File: config.mk
export PLATFORM = sky130hd
export DESIGN_NAME = dsm_top
export DESIGN_NICKNAME = d
export VERILOG_FILES = /design/src/common/dsm_pkg.sv /design/src/common/dsm_enc_if.sv /design/src/verilog/dsm_top.sv /design/src/verilog/dsm_enc.sv
export VERILOG_INCLUDE_DIRS = /design/src /design/src/common
export SDC_FILE = /design/constraint.sdc
export NUM_CORES = 2
export LEC_CHECK = 0
export ABC_CLOCK_PERIOD_IN_PS = 20800
export BUFFER_PORTS_ARGS = -buffer_cell sky130_fd_sc_hd__buf_2
export CAP_MARGIN = 40
export CORE_MARGIN = 4
export CORE_UTILIZATION = 40
export CTS_CLUSTER_SIZE = 14
export DETAILED_ROUTE_END_ITERATION = 6
export GPL_ROUTABILITY_DRIVEN = 0
export PLACE_DENSITY_LB_ADDON = 0.12
export RECOVER_POWER = 100
export SETUP_SLACK_MARGIN = 0.5
export SYNTH_ARGS = -nofsm -noshare
export SYNTH_HDL_FRONTEND = slang
export SYNTH_SLANG_ARGS = --single-unit
File: constraint.sdc
create_clock -name clk -period 20.8 [get_ports clk]
set_input_delay 3.12 -clock clk [delete_from_list [all_inputs] [get_ports clk]]
set_output_delay 3.12 -clock clk [all_outputs]
set_load 0.01 [all_outputs]
File: src/common/dsm_params.svh
// constants and field layout of the dual encoder speed monitor
`ifndef DSM_PARAMS_SVH
`define DSM_PARAMS_SVH

// ==========================================================
// timing
`define DSM_CLK_KHZ 25000
`define DSM_FMAX_HZ 100000
`define DSM_SAMPLE_MS 10
`define DSM_SPS (1000 / `DSM_SAMPLE_MS)
`define DSM_MAX_PULSES (`DSM_FMAX_HZ / `DSM_SPS)
`define DSM_LOW_CMS 10
`define DSM_HIGH_CMS 30
`define DSM_GRACE_MID_S 60
`define DSM_GRACE_HI_S 20
`define DSM_DIR_DS 4
`define DSM_GRACE_MID_N (`DSM_GRACE_MID_S * `DSM_SPS)
`define DSM_GRACE_HI_N (`DSM_GRACE_HI_S * `DSM_SPS)
`define DSM_DIR_N (`DSM_DIR_DS * `DSM_SPS / 10)
`define DSM_SETTLE_MS 30
// ==========================================================
// limits and reset values
`define DSM_TOL_MAX 45
`define DSM_TOL_RST 25
`define DSM_PPCM_MIN 50
`define DSM_PPCM_MAX 1000
`define DSM_PPCM_RST 50
`define DSM_ZONE_MAX 70
`define DSM_ZONE_RST 1
// ==========================================================
// register offsets
`define DSM_REG_CTRL 8'h00
`define DSM_REG_SCALE 8'h04
`define DSM_REG_STATUS 8'h08
`define DSM_REG_SPEED 8'h0c
// ==========================================================
// field positions
`define DSM_CTRL_TOL_LSB 0
`define DSM_CTRL_STEP_LSB 8
`define DSM_CTRL_ZONE_LSB 16
`define DSM_SCALE_P2_LSB 16
`define DSM_ST_BUSY_BIT 8
`define DSM_ST_FLT_LSB 16
`define DSM_SPEED_C2_LSB 16
`endif

File: src/common/dsm_pkg.sv
// types of the dual encoder speed monitor
package dsm_pkg;
  typedef logic signed [11:0] dsm_cnt_t;
  typedef enum logic [1:0] {
    DSM_ZS_IDLE = 2'b01,
    DSM_ZS_WAIT = 2'b10
  } dsm_zs_t;
endpackage

File: src/common/dsm_enc_if.sv
// link between the core and one quadrature decoder
`timescale 1ns/10ps
interface dsm_enc_if;
  logic ph_a;
  logic ph_b;
  logic sample;
  dsm_pkg::dsm_cnt_t cnt;
  modport enc(input ph_a, input ph_b, input sample, output cnt);
  modport core(output ph_a, output ph_b, output sample, input cnt);
endinterface

File: src/verilog/dsm_top.sv
// dual encoder speed supervision and zone set selection
`timescale 1ns/10ps
`include "dsm_params.svh"
module dsm_top #(
  parameter int MS_CYCLES = `DSM_CLK_KHZ,
  parameter int SAMPLE_MS = `DSM_SAMPLE_MS
) (
  input wire logic clk,
  input wire logic rst_n,
  input wire logic [1:0] enc_a,
  input wire logic [1:0] enc_b,
  input wire logic [7:0] area_sel,
  input wire logic [1:0] area_clear,
  input wire logic warn_clear,
  input wire logic [7:0] reg_addr,
  input wire logic [31:0] reg_wdata,
  input wire logic reg_wr,
  input wire logic reg_rd,
  output logic [31:0] reg_rdata,
  output logic [3:0] safety_output_pair,
  output logic std_out,
  output logic fault_out
);
  // ==========================================================
  // configuration registers
  logic [5:0] tol_q;
  logic [3:0] step_q;
  logic [6:0] zcount_q;
  logic [9:0] ppcm_q [2];
  logic [31:0] rdata_q;

  wire wr_ctrl = reg_wr && (reg_addr == `DSM_REG_CTRL);
  wire wr_scale = reg_wr && (reg_addr == `DSM_REG_SCALE);
  wire wr_stat = reg_wr && (reg_addr == `DSM_REG_STATUS);
  wire [5:0] w_tol = reg_wdata[`DSM_CTRL_TOL_LSB +: 6];
  wire [6:0] w_zone = reg_wdata[`DSM_CTRL_ZONE_LSB +: 7];
  wire [5:0] tol_d;
  wire [6:0] zcount_d;
  wire [9:0] w_p [2];
  wire [9:0] ppcm_d [2];

  assign tol_d = (w_tol > 6'(`DSM_TOL_MAX)) ?
                 6'(`DSM_TOL_MAX) : w_tol;
  assign zcount_d = (w_zone > 7'(`DSM_ZONE_MAX)) ? 7'(`DSM_ZONE_MAX) :
                    (w_zone == 7'h00) ? 7'h01 : w_zone;
  assign w_p[0] = reg_wdata[9:0];
  assign w_p[1] = reg_wdata[`DSM_SCALE_P2_LSB +: 10];

  // ==========================================================
  // per-encoder decoding and speed classification
  dsm_enc_if enc_if [2] ();
  dsm_pkg::dsm_cnt_t cnt [2];
  logic [11:0] mag [2];
  logic [31:0] sp [2];
  logic [1:0] ge_low;
  logic [1:0] ge_high;
  logic [1:0] over;
  logic sample_tick;

  for (genvar g = 0; g < 2; g++) begin : g_enc
    assign enc_if[g].ph_a = enc_a[g];
    assign enc_if[g].ph_b = enc_b[g];
    assign enc_if[g].sample = sample_tick;
    assign cnt[g] = enc_if[g].cnt;
    assign ppcm_d[g] = (w_p[g] < 10'(`DSM_PPCM_MIN)) ? 10'(`DSM_PPCM_MIN) :
                       (w_p[g] > 10'(`DSM_PPCM_MAX)) ?
                       10'(`DSM_PPCM_MAX) : w_p[g];
    assign mag[g] = cnt[g][11] ? 12'(-cnt[g]) : 12'(cnt[g]);
    // speed = count * samples per second / ppcm, compared by cross product
    assign ge_low[g] = ({20'h0, mag[g]} * 32'(`DSM_SPS)) >=
                       (32'(`DSM_LOW_CMS) * {22'h0, ppcm_q[g]});
    assign ge_high[g] = ({20'h0, mag[g]} * 32'(`DSM_SPS)) >=
                        (32'(`DSM_HIGH_CMS) * {22'h0, ppcm_q[g]});
    // more than 100 kHz is beyond the measurable speed
    assign over[g] = mag[g] > 12'(`DSM_MAX_PULSES);
    dsm_enc u_enc (
      .clk(clk),
      .rst_n(rst_n),
      .bus(enc_if[g])
    );
  end

  // common denominator ppcm0 * ppcm1 makes the two speeds comparable
  assign sp[0] = {20'h0, mag[0]} * {22'h0, ppcm_q[1]};
  assign sp[1] = {20'h0, mag[1]} * {22'h0, ppcm_q[0]};

  // ==========================================================
  // mismatch, reference band and direction
  wire ref_is1 = sp[1] > sp[0];
  wire [31:0] fast = ref_is1 ? sp[1] : sp[0];
  wire [31:0] slow = ref_is1 ? sp[0] : sp[1];
  wire ref_low = ref_is1 ? ge_low[1] : ge_low[0];
  wire ref_high = ref_is1 ? ge_high[1] : ge_high[0];
  // 100*(fast-slow)/slow > tol, rewritten without a divider
  wire exceed = (32'd100 * fast) >
                ((32'd100 + {26'h0, tol_q}) * slow);
  wire dir_opp = (cnt[0] != 12'sh000) && (cnt[1] != 12'sh000) &&
                 (cnt[0][11] != cnt[1][11]);
  wire [12:0] grace_lim = ref_high ? 13'(`DSM_GRACE_HI_N) :
                          13'(`DSM_GRACE_MID_N);

  // ==========================================================
  // time base
  logic [$clog2(MS_CYCLES)-1:0] ms_cnt_q;
  logic [$clog2(SAMPLE_MS+1)-1:0] smp_cnt_q;
  wire ms_tick = (ms_cnt_q == ($clog2(MS_CYCLES))'(MS_CYCLES - 1));
  assign sample_tick = ms_tick &&
    (smp_cnt_q == ($clog2(SAMPLE_MS+1))'(SAMPLE_MS - 1));

  always_ff @(posedge clk or negedge rst_n) begin
    if (!rst_n) begin
      ms_cnt_q <= '0;
      smp_cnt_q <= '0;
    end else begin
      ms_cnt_q <= ms_tick ? '0 : ms_cnt_q + 1'b1;
      if (sample_tick) begin
        smp_cnt_q <= '0;
      end else if (ms_tick) begin
        smp_cnt_q <= smp_cnt_q + 1'b1;
      end
    end
  end

  // ==========================================================
  // grace and direction timers, evaluated per sample
  logic [12:0] grace_q;
  logic [12:0] grace_d;
  logic [5:0] dir_q;
  logic [5:0] dir_d;
  wire grace_run = exceed && ref_low;
  wire spd_hit = sample_tick && grace_run &&
                 (grace_q >= grace_lim);
  wire dir_run = dir_opp && ref_low;
  wire dir_hit = sample_tick && dir_run &&
                 (dir_q >= 6'(`DSM_DIR_N));

  assign grace_d = !grace_run ? 13'h0000 :
                   (grace_q >= 13'(`DSM_GRACE_MID_N)) ? grace_q :
                   grace_q + 13'h0001;
  assign dir_d = !dir_run ? 6'h00 :
                 (dir_q >= 6'(`DSM_DIR_N)) ? dir_q : dir_q + 6'h01;

  always_ff @(posedge clk or negedge rst_n) begin
    if (!rst_n) begin
      grace_q <= 13'h0000;
      dir_q <= 6'h00;
    end else if (sample_tick) begin
      grace_q <= grace_d;
      dir_q <= dir_d;
    end
  end

  // ==========================================================
  // zone set selection with settle delay
  dsm_pkg::dsm_zs_t zs_q;
  dsm_pkg::dsm_zs_t zs_d;
  logic [7:0] sel_q;
  logic [8:0] settle_q;
  logic [6:0] zone_q;
  wire multi = zcount_q >= 7'h02;
  wire sel_chg = area_sel != sel_q;
  wire [8:0] settle_lim = 9'(`DSM_SETTLE_MS) *
                          ({5'h00, step_q} + 9'h001);
  wire settle_done = (zs_q == dsm_pkg::DSM_ZS_WAIT) && !sel_chg &&
                     (settle_q >= settle_lim);
  // even parity codes differ pairwise in two bits at least
  wire sel_par_ok = ~^area_sel;
  wire [6:0] sel_idx = area_sel[7:1];
  wire sel_valid = sel_par_ok && (sel_idx < zcount_q);
  wire zone_bad = settle_done && !sel_valid;

  always_comb begin
    zs_d = zs_q;
    unique case (zs_q)
      dsm_pkg::DSM_ZS_IDLE: begin
        if (multi && sel_chg) begin
          zs_d = dsm_pkg::DSM_ZS_WAIT;
        end
      end
      dsm_pkg::DSM_ZS_WAIT: begin
        if (!multi || settle_done) begin
          zs_d = dsm_pkg::DSM_ZS_IDLE;
        end
      end
      default: begin
        zs_d = dsm_pkg::DSM_ZS_IDLE;
      end
    endcase
  end

  always_ff @(posedge clk or negedge rst_n) begin
    if (!rst_n) begin
      zs_q <= dsm_pkg::DSM_ZS_IDLE;
      sel_q <= 8'h00;
      settle_q <= 9'h000;
      zone_q <= 7'h00;
    end else begin
      zs_q <= zs_d;
      sel_q <= area_sel;
      if (sel_chg) begin
        settle_q <= 9'h000;
      end else if (ms_tick && (settle_q != 9'h1ff)) begin
        settle_q <= settle_q + 9'h001;
      end
      if (!multi) begin
        zone_q <= 7'h00;
      end else if (settle_done && sel_valid) begin
        zone_q <= sel_idx;
      end
    end
  end

  // ==========================================================
  // latched faults, cleared by writing ones; a new fault wins
  logic [3:0] flt_q;
  wire [3:0] flt_set = {sample_tick && |over, zone_bad, dir_hit, spd_hit};
  wire [3:0] flt_clr = wr_stat ? reg_wdata[`DSM_ST_FLT_LSB +: 4] : 4'h0;
  wire run_ok = ~|flt_q;

  always_ff @(posedge clk or negedge rst_n) begin
    if (!rst_n) begin
      flt_q <= 4'h0;
    end else begin
      flt_q <= flt_set | (flt_q & ~flt_clr);
    end
  end

  // ==========================================================
  // outputs: one pair per safety area, one standard output
  always_ff @(posedge clk or negedge rst_n) begin
    if (!rst_n) begin
      safety_output_pair <= 4'h0;
      std_out <= 1'b0;
      fault_out <= 1'b0;
    end else begin
      safety_output_pair <= {{2{area_clear[1] & run_ok}},
                             {2{area_clear[0] & run_ok}}};
      std_out <= warn_clear & run_ok;
      fault_out <= !run_ok;
    end
  end

  // ==========================================================
  // register writes
  always_ff @(posedge clk or negedge rst_n) begin
    if (!rst_n) begin
      tol_q <= 6'(`DSM_TOL_RST);
      step_q <= 4'h0;
      zcount_q <= 7'(`DSM_ZONE_RST);
      ppcm_q[0] <= 10'(`DSM_PPCM_RST);
      ppcm_q[1] <= 10'(`DSM_PPCM_RST);
    end else begin
      if (wr_ctrl) begin
        tol_q <= tol_d;
        step_q <= reg_wdata[`DSM_CTRL_STEP_LSB +: 4];
        zcount_q <= zcount_d;
      end
      if (wr_scale) begin
        ppcm_q[0] <= ppcm_d[0];
        ppcm_q[1] <= ppcm_d[1];
      end
    end
  end

  // ==========================================================
  // register reads, data valid in the cycle after the strobe
  wire [31:0] rd_ctrl = {9'h000, zcount_q, 4'h0, step_q, 2'h0, tol_q};
  wire [31:0] rd_scale = {6'h00, ppcm_q[1], 6'h00, ppcm_q[0]};
  wire [31:0] rd_stat = {12'h000, flt_q, 7'h00,
                         zs_q == dsm_pkg::DSM_ZS_WAIT, 1'b0, zone_q};
  wire [31:0] rd_speed = {4'h0, cnt[1], 4'h0, cnt[0]};
  wire [31:0] rd_mux = (reg_addr == `DSM_REG_CTRL) ? rd_ctrl :
                       (reg_addr == `DSM_REG_SCALE) ? rd_scale :
                       (reg_addr == `DSM_REG_STATUS) ? rd_stat :
                       (reg_addr == `DSM_REG_SPEED) ? rd_speed : 32'h0;

  always_ff @(posedge clk or negedge rst_n) begin
    if (!rst_n) begin
      rdata_q <= 32'h0;
    end else begin
      rdata_q <= reg_rd ? rd_mux : 32'h0;
    end
  end
  assign reg_rdata = rdata_q;

  // ==========================================================
  // checks
  property p_trip_off;
    @(posedge clk) disable iff (!rst_n)
      spd_hit |=> ##1 safety_output_pair == 4'h0 && fault_out;
  endproperty
  a_trip_off: assert property (p_trip_off)
    else $error("outputs stayed on after speed mismatch trip");

  property p_low_band;
    @(posedge clk) disable iff (!rst_n)
      sample_tick && !ref_low |=> grace_q == 13'h0000 && !flt_set[0];
  endproperty
  a_low_band: assert property (p_low_band)
    else $error("grace timer ran below low speed band");

  property p_mid_band;
    @(posedge clk) disable iff (!rst_n)
      spd_hit && !ref_high |-> grace_q == 13'(`DSM_GRACE_MID_N);
  endproperty
  a_mid_band: assert property (p_mid_band)
    else $error("mid band trip at wrong grace count");

  property p_high_band;
    @(posedge clk) disable iff (!rst_n)
      sample_tick && grace_run && ref_high &&
      grace_q == 13'(`DSM_GRACE_HI_N) |=> flt_q[0];
  endproperty
  a_high_band: assert property (p_high_band)
    else $error("high band grace time not enforced");

  property p_dir;
    @(posedge clk) disable iff (!rst_n)
      sample_tick && dir_run && dir_q == 6'(`DSM_DIR_N) |=> flt_q[1];
  endproperty
  a_dir: assert property (p_dir)
    else $error("direction disagreement not enforced");

  property p_accept;
    @(posedge clk) disable iff (!rst_n)
      settle_done && sel_valid && multi |=> zone_q == $past(sel_idx);
  endproperty
  a_accept: assert property (p_accept)
    else $error("settled selection not activated");

  property p_invalid;
    @(posedge clk) disable iff (!rst_n)
      zone_bad |=> flt_q[2] ##1 fault_out;
  endproperty
  a_invalid: assert property (p_invalid)
    else $error("invalid selection did not fault");

  property p_single;
    @(posedge clk) disable iff (!rst_n)
      !multi |=> zone_q == 7'h00;
  endproperty
  a_single: assert property (p_single)
    else $error("zone changed with a single zone set");

  property p_ranges;
    @(posedge clk) disable iff (!rst_n)
      tol_q <= 6'(`DSM_TOL_MAX) && zcount_q <= 7'(`DSM_ZONE_MAX) &&
      zcount_q != 7'h00 &&
      ppcm_q[0] >= 10'(`DSM_PPCM_MIN) && ppcm_q[0] <= 10'(`DSM_PPCM_MAX) &&
      ppcm_q[1] >= 10'(`DSM_PPCM_MIN) && ppcm_q[1] <= 10'(`DSM_PPCM_MAX);
  endproperty
  a_ranges: assert property (p_ranges)
    else $error("configuration outside its range");
endmodule

File: src/verilog/dsm_enc.sv
// quadrature decoder with per-interval signed pulse count
`timescale 1ns/10ps
module dsm_enc (
  input wire logic clk,
  input wire logic rst_n,
  dsm_enc_if.enc bus
);
  logic a_q;
  dsm_pkg::dsm_cnt_t acc_q;
  dsm_pkg::dsm_cnt_t acc_d;
  dsm_pkg::dsm_cnt_t cnt_q;
  dsm_pkg::dsm_cnt_t step;
  wire rise = bus.ph_a & ~a_q;
  wire at_top = (acc_q == 12'sh7ff);
  wire at_bot = (acc_q == -12'sh7ff);

  // b low at a rise means forward
  assign step = (rise && !bus.ph_b && !at_top) ? 12'sh001 :
                (rise && bus.ph_b && !at_bot) ? -12'sh001 : 12'sh000;
  // a pulse in the sample cycle goes to the latched count only
  assign acc_d = bus.sample ? 12'sh000 : acc_q + step;
  assign bus.cnt = cnt_q;

  always_ff @(posedge clk or negedge rst_n) begin
    if (!rst_n) begin
      a_q <= 1'b0;
      acc_q <= 12'sh000;
      cnt_q <= 12'sh000;
    end else begin
      a_q <= bus.ph_a;
      acc_q <= acc_d;
      if (bus.sample) begin
        cnt_q <= acc_q + step;
      end
    end
  end

  property p_restart;
    @(posedge clk) disable iff (!rst_n)
      bus.sample |=> acc_q == 12'sh000;
  endproperty
  a_restart: assert property (p_restart)
    else $error("count did not restart after sample");
endmodule

==> impl_metrics.tcl <==
set metrics [dict create \
    finalHoldViolCount 0 \
    synth-simple-area-share_pct 15.89 \
    timing.rr.end "grace_q[6]" \
    n_fill_cell 8241 \
    rsz0062_at_grt "no" \
    design_area_um2 34900 \
    ant_nets 0 \
    grt_pass1_vias 26000 \
    synth_edf_count 0 \
    final_nets 4719 \
    initial_core_util_pct 40.47 \
    p_per_area_nw_per_um2 44.23 \
    post-route-drc-count 0 \
    ys_ff_latch 183 \
    cts.sinks 183 \
    drv_cap 5 \
    cp-start-kind "flip-flop" \
    status "complete, but fails checks" \
    vias 24810 \
    syn2layout_area_growth_pct 6.906 \
    crit_start "g_enc[1].u_enc.bus.cnt[0]" \
    cts_buffers 17 \
    routedWlPerCell_um 17.52 \
    cts_hold_buffers 0 \
    dp_hpwl_mm 70.12 \
    place_area_um2 34530 \
    path_max_fanout 47 \
    die-area_um2 86260 \
    yosysWarnings 0 \
    overflow 0 \
    rr_startpoint "g_enc[1].u_enc.bus.cnt[0]" \
    pin_count 97 \
    cts_resized 0 \
    root_buffer "clkbuf_16" \
    cp_slowest_cell "buf_4" \
    post_cts.repair.setup_buffers 0 \
    synth_top_cell_area_share_pct 21.64 \
    fin_ws_ns 1.867 \
    clock-skew-final_ns 0.01185 \
    track_usage_pct 20.38 \
    io_buffer_count 78 \
    clockBufferDepth 2 \
    reg2reg_setup_slack_ns 1.87 \
    fmax_mhz 52.82 \
    critPathArrivalTime_ns 19.33 \
    min_period_ns 18.93 \
    yosysUniqueCellTypes 80 \
    dr.pass1.iters 5 \
    maxSlewHeadroom_pct -163.1 \
    synthTopCellsByArea "fa_1 22%, ha_1 21%, dfrtp_1 13%" \
    synth_adder_area_share_pct 42.65 \
    finalCoreUtilization_pct 43.26 \
    worst-r2r-cell-count 60 \
    synth_top_family_by_area "adder cells" \
    rows 104 \
    max_slew.worst_pin.slew_ns 3.946 \
    drtIter0Drc 1185 \
    clk_pin_slew_ns 0.07 \
    slew_violations 226 \
    synth-async-reset-ratio_pct 100.0 \
    antenna_found_initial 4 \
    ys.flop_type "dfrtp_1" \
    layout-drive-gt1-share_pct 5.012 \
    power_leakage_uw 0.01886 \
    yosys.area_share.xor_xnor_pct 5.741 \
    grt_pass1_wl_mm 141.1 \
    yosysTopAreaCell "fa_1" \
    violations "max-capacitance violations, max-slew violations" \
    netlist_area_um2 32650 \
    cts_tree "yes" \
    required_ns 21.19 \
    yosysSeqAreaShare_pct 14.07 \
    max_stage_delay_ns 0.62 \
    min_from "ms_cnt_q[0]" \
    cts-htree-levels 4 \
    via_per_inst 5.133 \
    synth_compound_area_share_pct 11.35 \
    preCtsSetupSlack_ns 2.349 \
    worst_setup_path_end_kind "flip-flop" \
    hold_depth 1 \
    die_y_um 293.7 \
    grt_max_degree 72 \
    setup_viol 0 \
    post-route-period-util_pct 91.03 \
    vdd_drop_max_v 0.00005839 \
    clk_latency_ns 0.45 \
    cpMostUsedCell "fa_1" \
    synth_area_per_cell_um2 8.848 \
    finalPower_uw 1544 \
    die_w_um 293.7 \
    crit_type "reg -> reg" \
    hp-class "reg -> reg" \
    min_to "ms_cnt_q[0]" \
    core-area_um2 80680 \
    wirelength_mm 84.68 \
    syn_inst 3690 \
    synth_mux_area_share_pct 2.686 \
    fin_tns_setup_ns 0 \
]
[final cells by class]
| type | count | area [um^2] | area share, % |
|---|---|---|---|
| inverters | 554 | 2079 | 5.958 |
| well taps | 1060 | 1326 | 3.800 |
| multi-input cells | 2865 | 25590 | 73.31 |
| diodes | 2 | 5.005 | 0.01434 |
| clock buffers | 22 | 464.2 | 1.330 |
| repair buffers | 138 | 777.0 | 2.226 |
| clock inverters | 9 | 68.82 | 0.1972 |
| flip-flops and latches | 183 | 4593 | 13.16 |
[power by group]
part / internal (uW) / switching [uW] / total (uW)
Clock: 159 / 147 / 306
Sequential: 389 / 36.5 / 426
Combinational: 326 / 485 / 812
[flip-flops by register name (all words and copies together), names as in the netlist, 4 cells and up]
signal	flops
dir_q	6
flt_q	4
g_enc.u_enc.acc_q	24
g_enc.u_enc.bus.cnt	24
grace_q	13
ms_cnt_q	15
ppcm_q	20
reg_rdata	24
sel_q	8
settle_q	9
smp_cnt_q	4
step_q	4
tol_q	6
zcount_q	7
zone_q	7
[cells in the final DEF, fill, tap and decap left out, types with 10 or more instances in the layout]
cell and instances:
a211oi_1 10, inv_1 543, mux2i_1 46, a21oi_1 167
xnor2_1 129, nand4_1 24, o211ai_1 10, fa_1 353
ha_1 548, xor2_1 85, o21ai_0 153, dfstp_2 11
o21bai_1 17, and3_1 17, nand3_1 57, nor3_1 38
clkinv_1 11, nand2b_1 61, o21a_1 27, nor2b_1 55
dfrtp_1 172, clkbuf_16 17, a2111oi_0 14, a31oi_1 14
nor2_1 321, buf_2 39, nor4_1 14, o31ai_1 15
buf_4 48, and2_1 122, mux2_2 35, nand2_1 289
a21o_1 75, or3_1 17, clkbuf_1 52
[Yosys cell counts (all sizes together) (8+ instances only)]
library cell and count:
nor3 39, mux2 35, mux2i 46, a31oi 14, nand4 24, dfstp 11
fa 353, clkbuf 73, nor4b 9, nor4 14, nand2b 61, o41ai 8
dfrtp 172, nor2 321, or3 17, o21ai 158, nor2b 55, xnor2 129
and3 17, nand3 57, ha 548, o211ai 10, o21a 27, a21oi 167
a21o 75, o31ai 15, buf 22, a2111oi 16, inv 543, a211oi 11
o21bai 17, o22ai 8, or2 10, nand2 290, clkinv 11, and2 125
xor2 85
[metal layers]
| layer | track usage [%] | share of wire (%) |
|---|---|---|
| met5 | 0 | 0.025 |
| met4 | 3.825 | 1.5 |
| met3 | 1.887 | 3.0 |
| met2 | 34.76 | 47 |
| met1 | 28.54 | 49 |
[worst max-delay path, delay by kind of cell (launching register included)]
family                   cells  cell delay [ns]
buffers and inverters       11             2.27
AND/OR/NAND/NOR             16             5.04
adder cells (fa/ha/maj)     14             5.97
flip-flops                   1             0.37
AO/OA/AOI/OAI               16             4.43
XOR/XNOR                     3             0.73
[cells by family after synthesis]
group / Yosys count
XOR/XNOR: 214
flip-flops: 183
buffers and inverters: 649
AO/OA/AOI/OAI: 587
other: 1
adder cells (fa/ha/maj): 901
AND/OR/NAND/NOR: 1073
multiplexers: 82
[worst max-delay path by stage]
stage	endpoint	slack (ns)	depth (start not counted)
after floorplan	grace_q[0]	5.55	64
after global placement	grace_q[0]	2.22	60
after detailed placement	grace_q[0]	2.35	61
after CTS	grace_q[0]	2.28	61
after global routing	grace_q[6]	0.69	60
final	grace_q[6]	1.87	60
[stage by stage]
| step | hold slack (ns) | cells |
|---|---|---|
| 2_1_floorplan | 0.4549 | 3697 |
| 3_3_place_gp | 0.4835 | 4784 |
| 3_5_place_dp | 0.4803 | 4799 |
| 4_1_cts | 0.4896 | 4830 |
| 5_1_grt | 0.5177 | 4832 |
| 6_report | 0.4867 | 4833 |
Note: power is estimated with default switching activity, not from simulation.
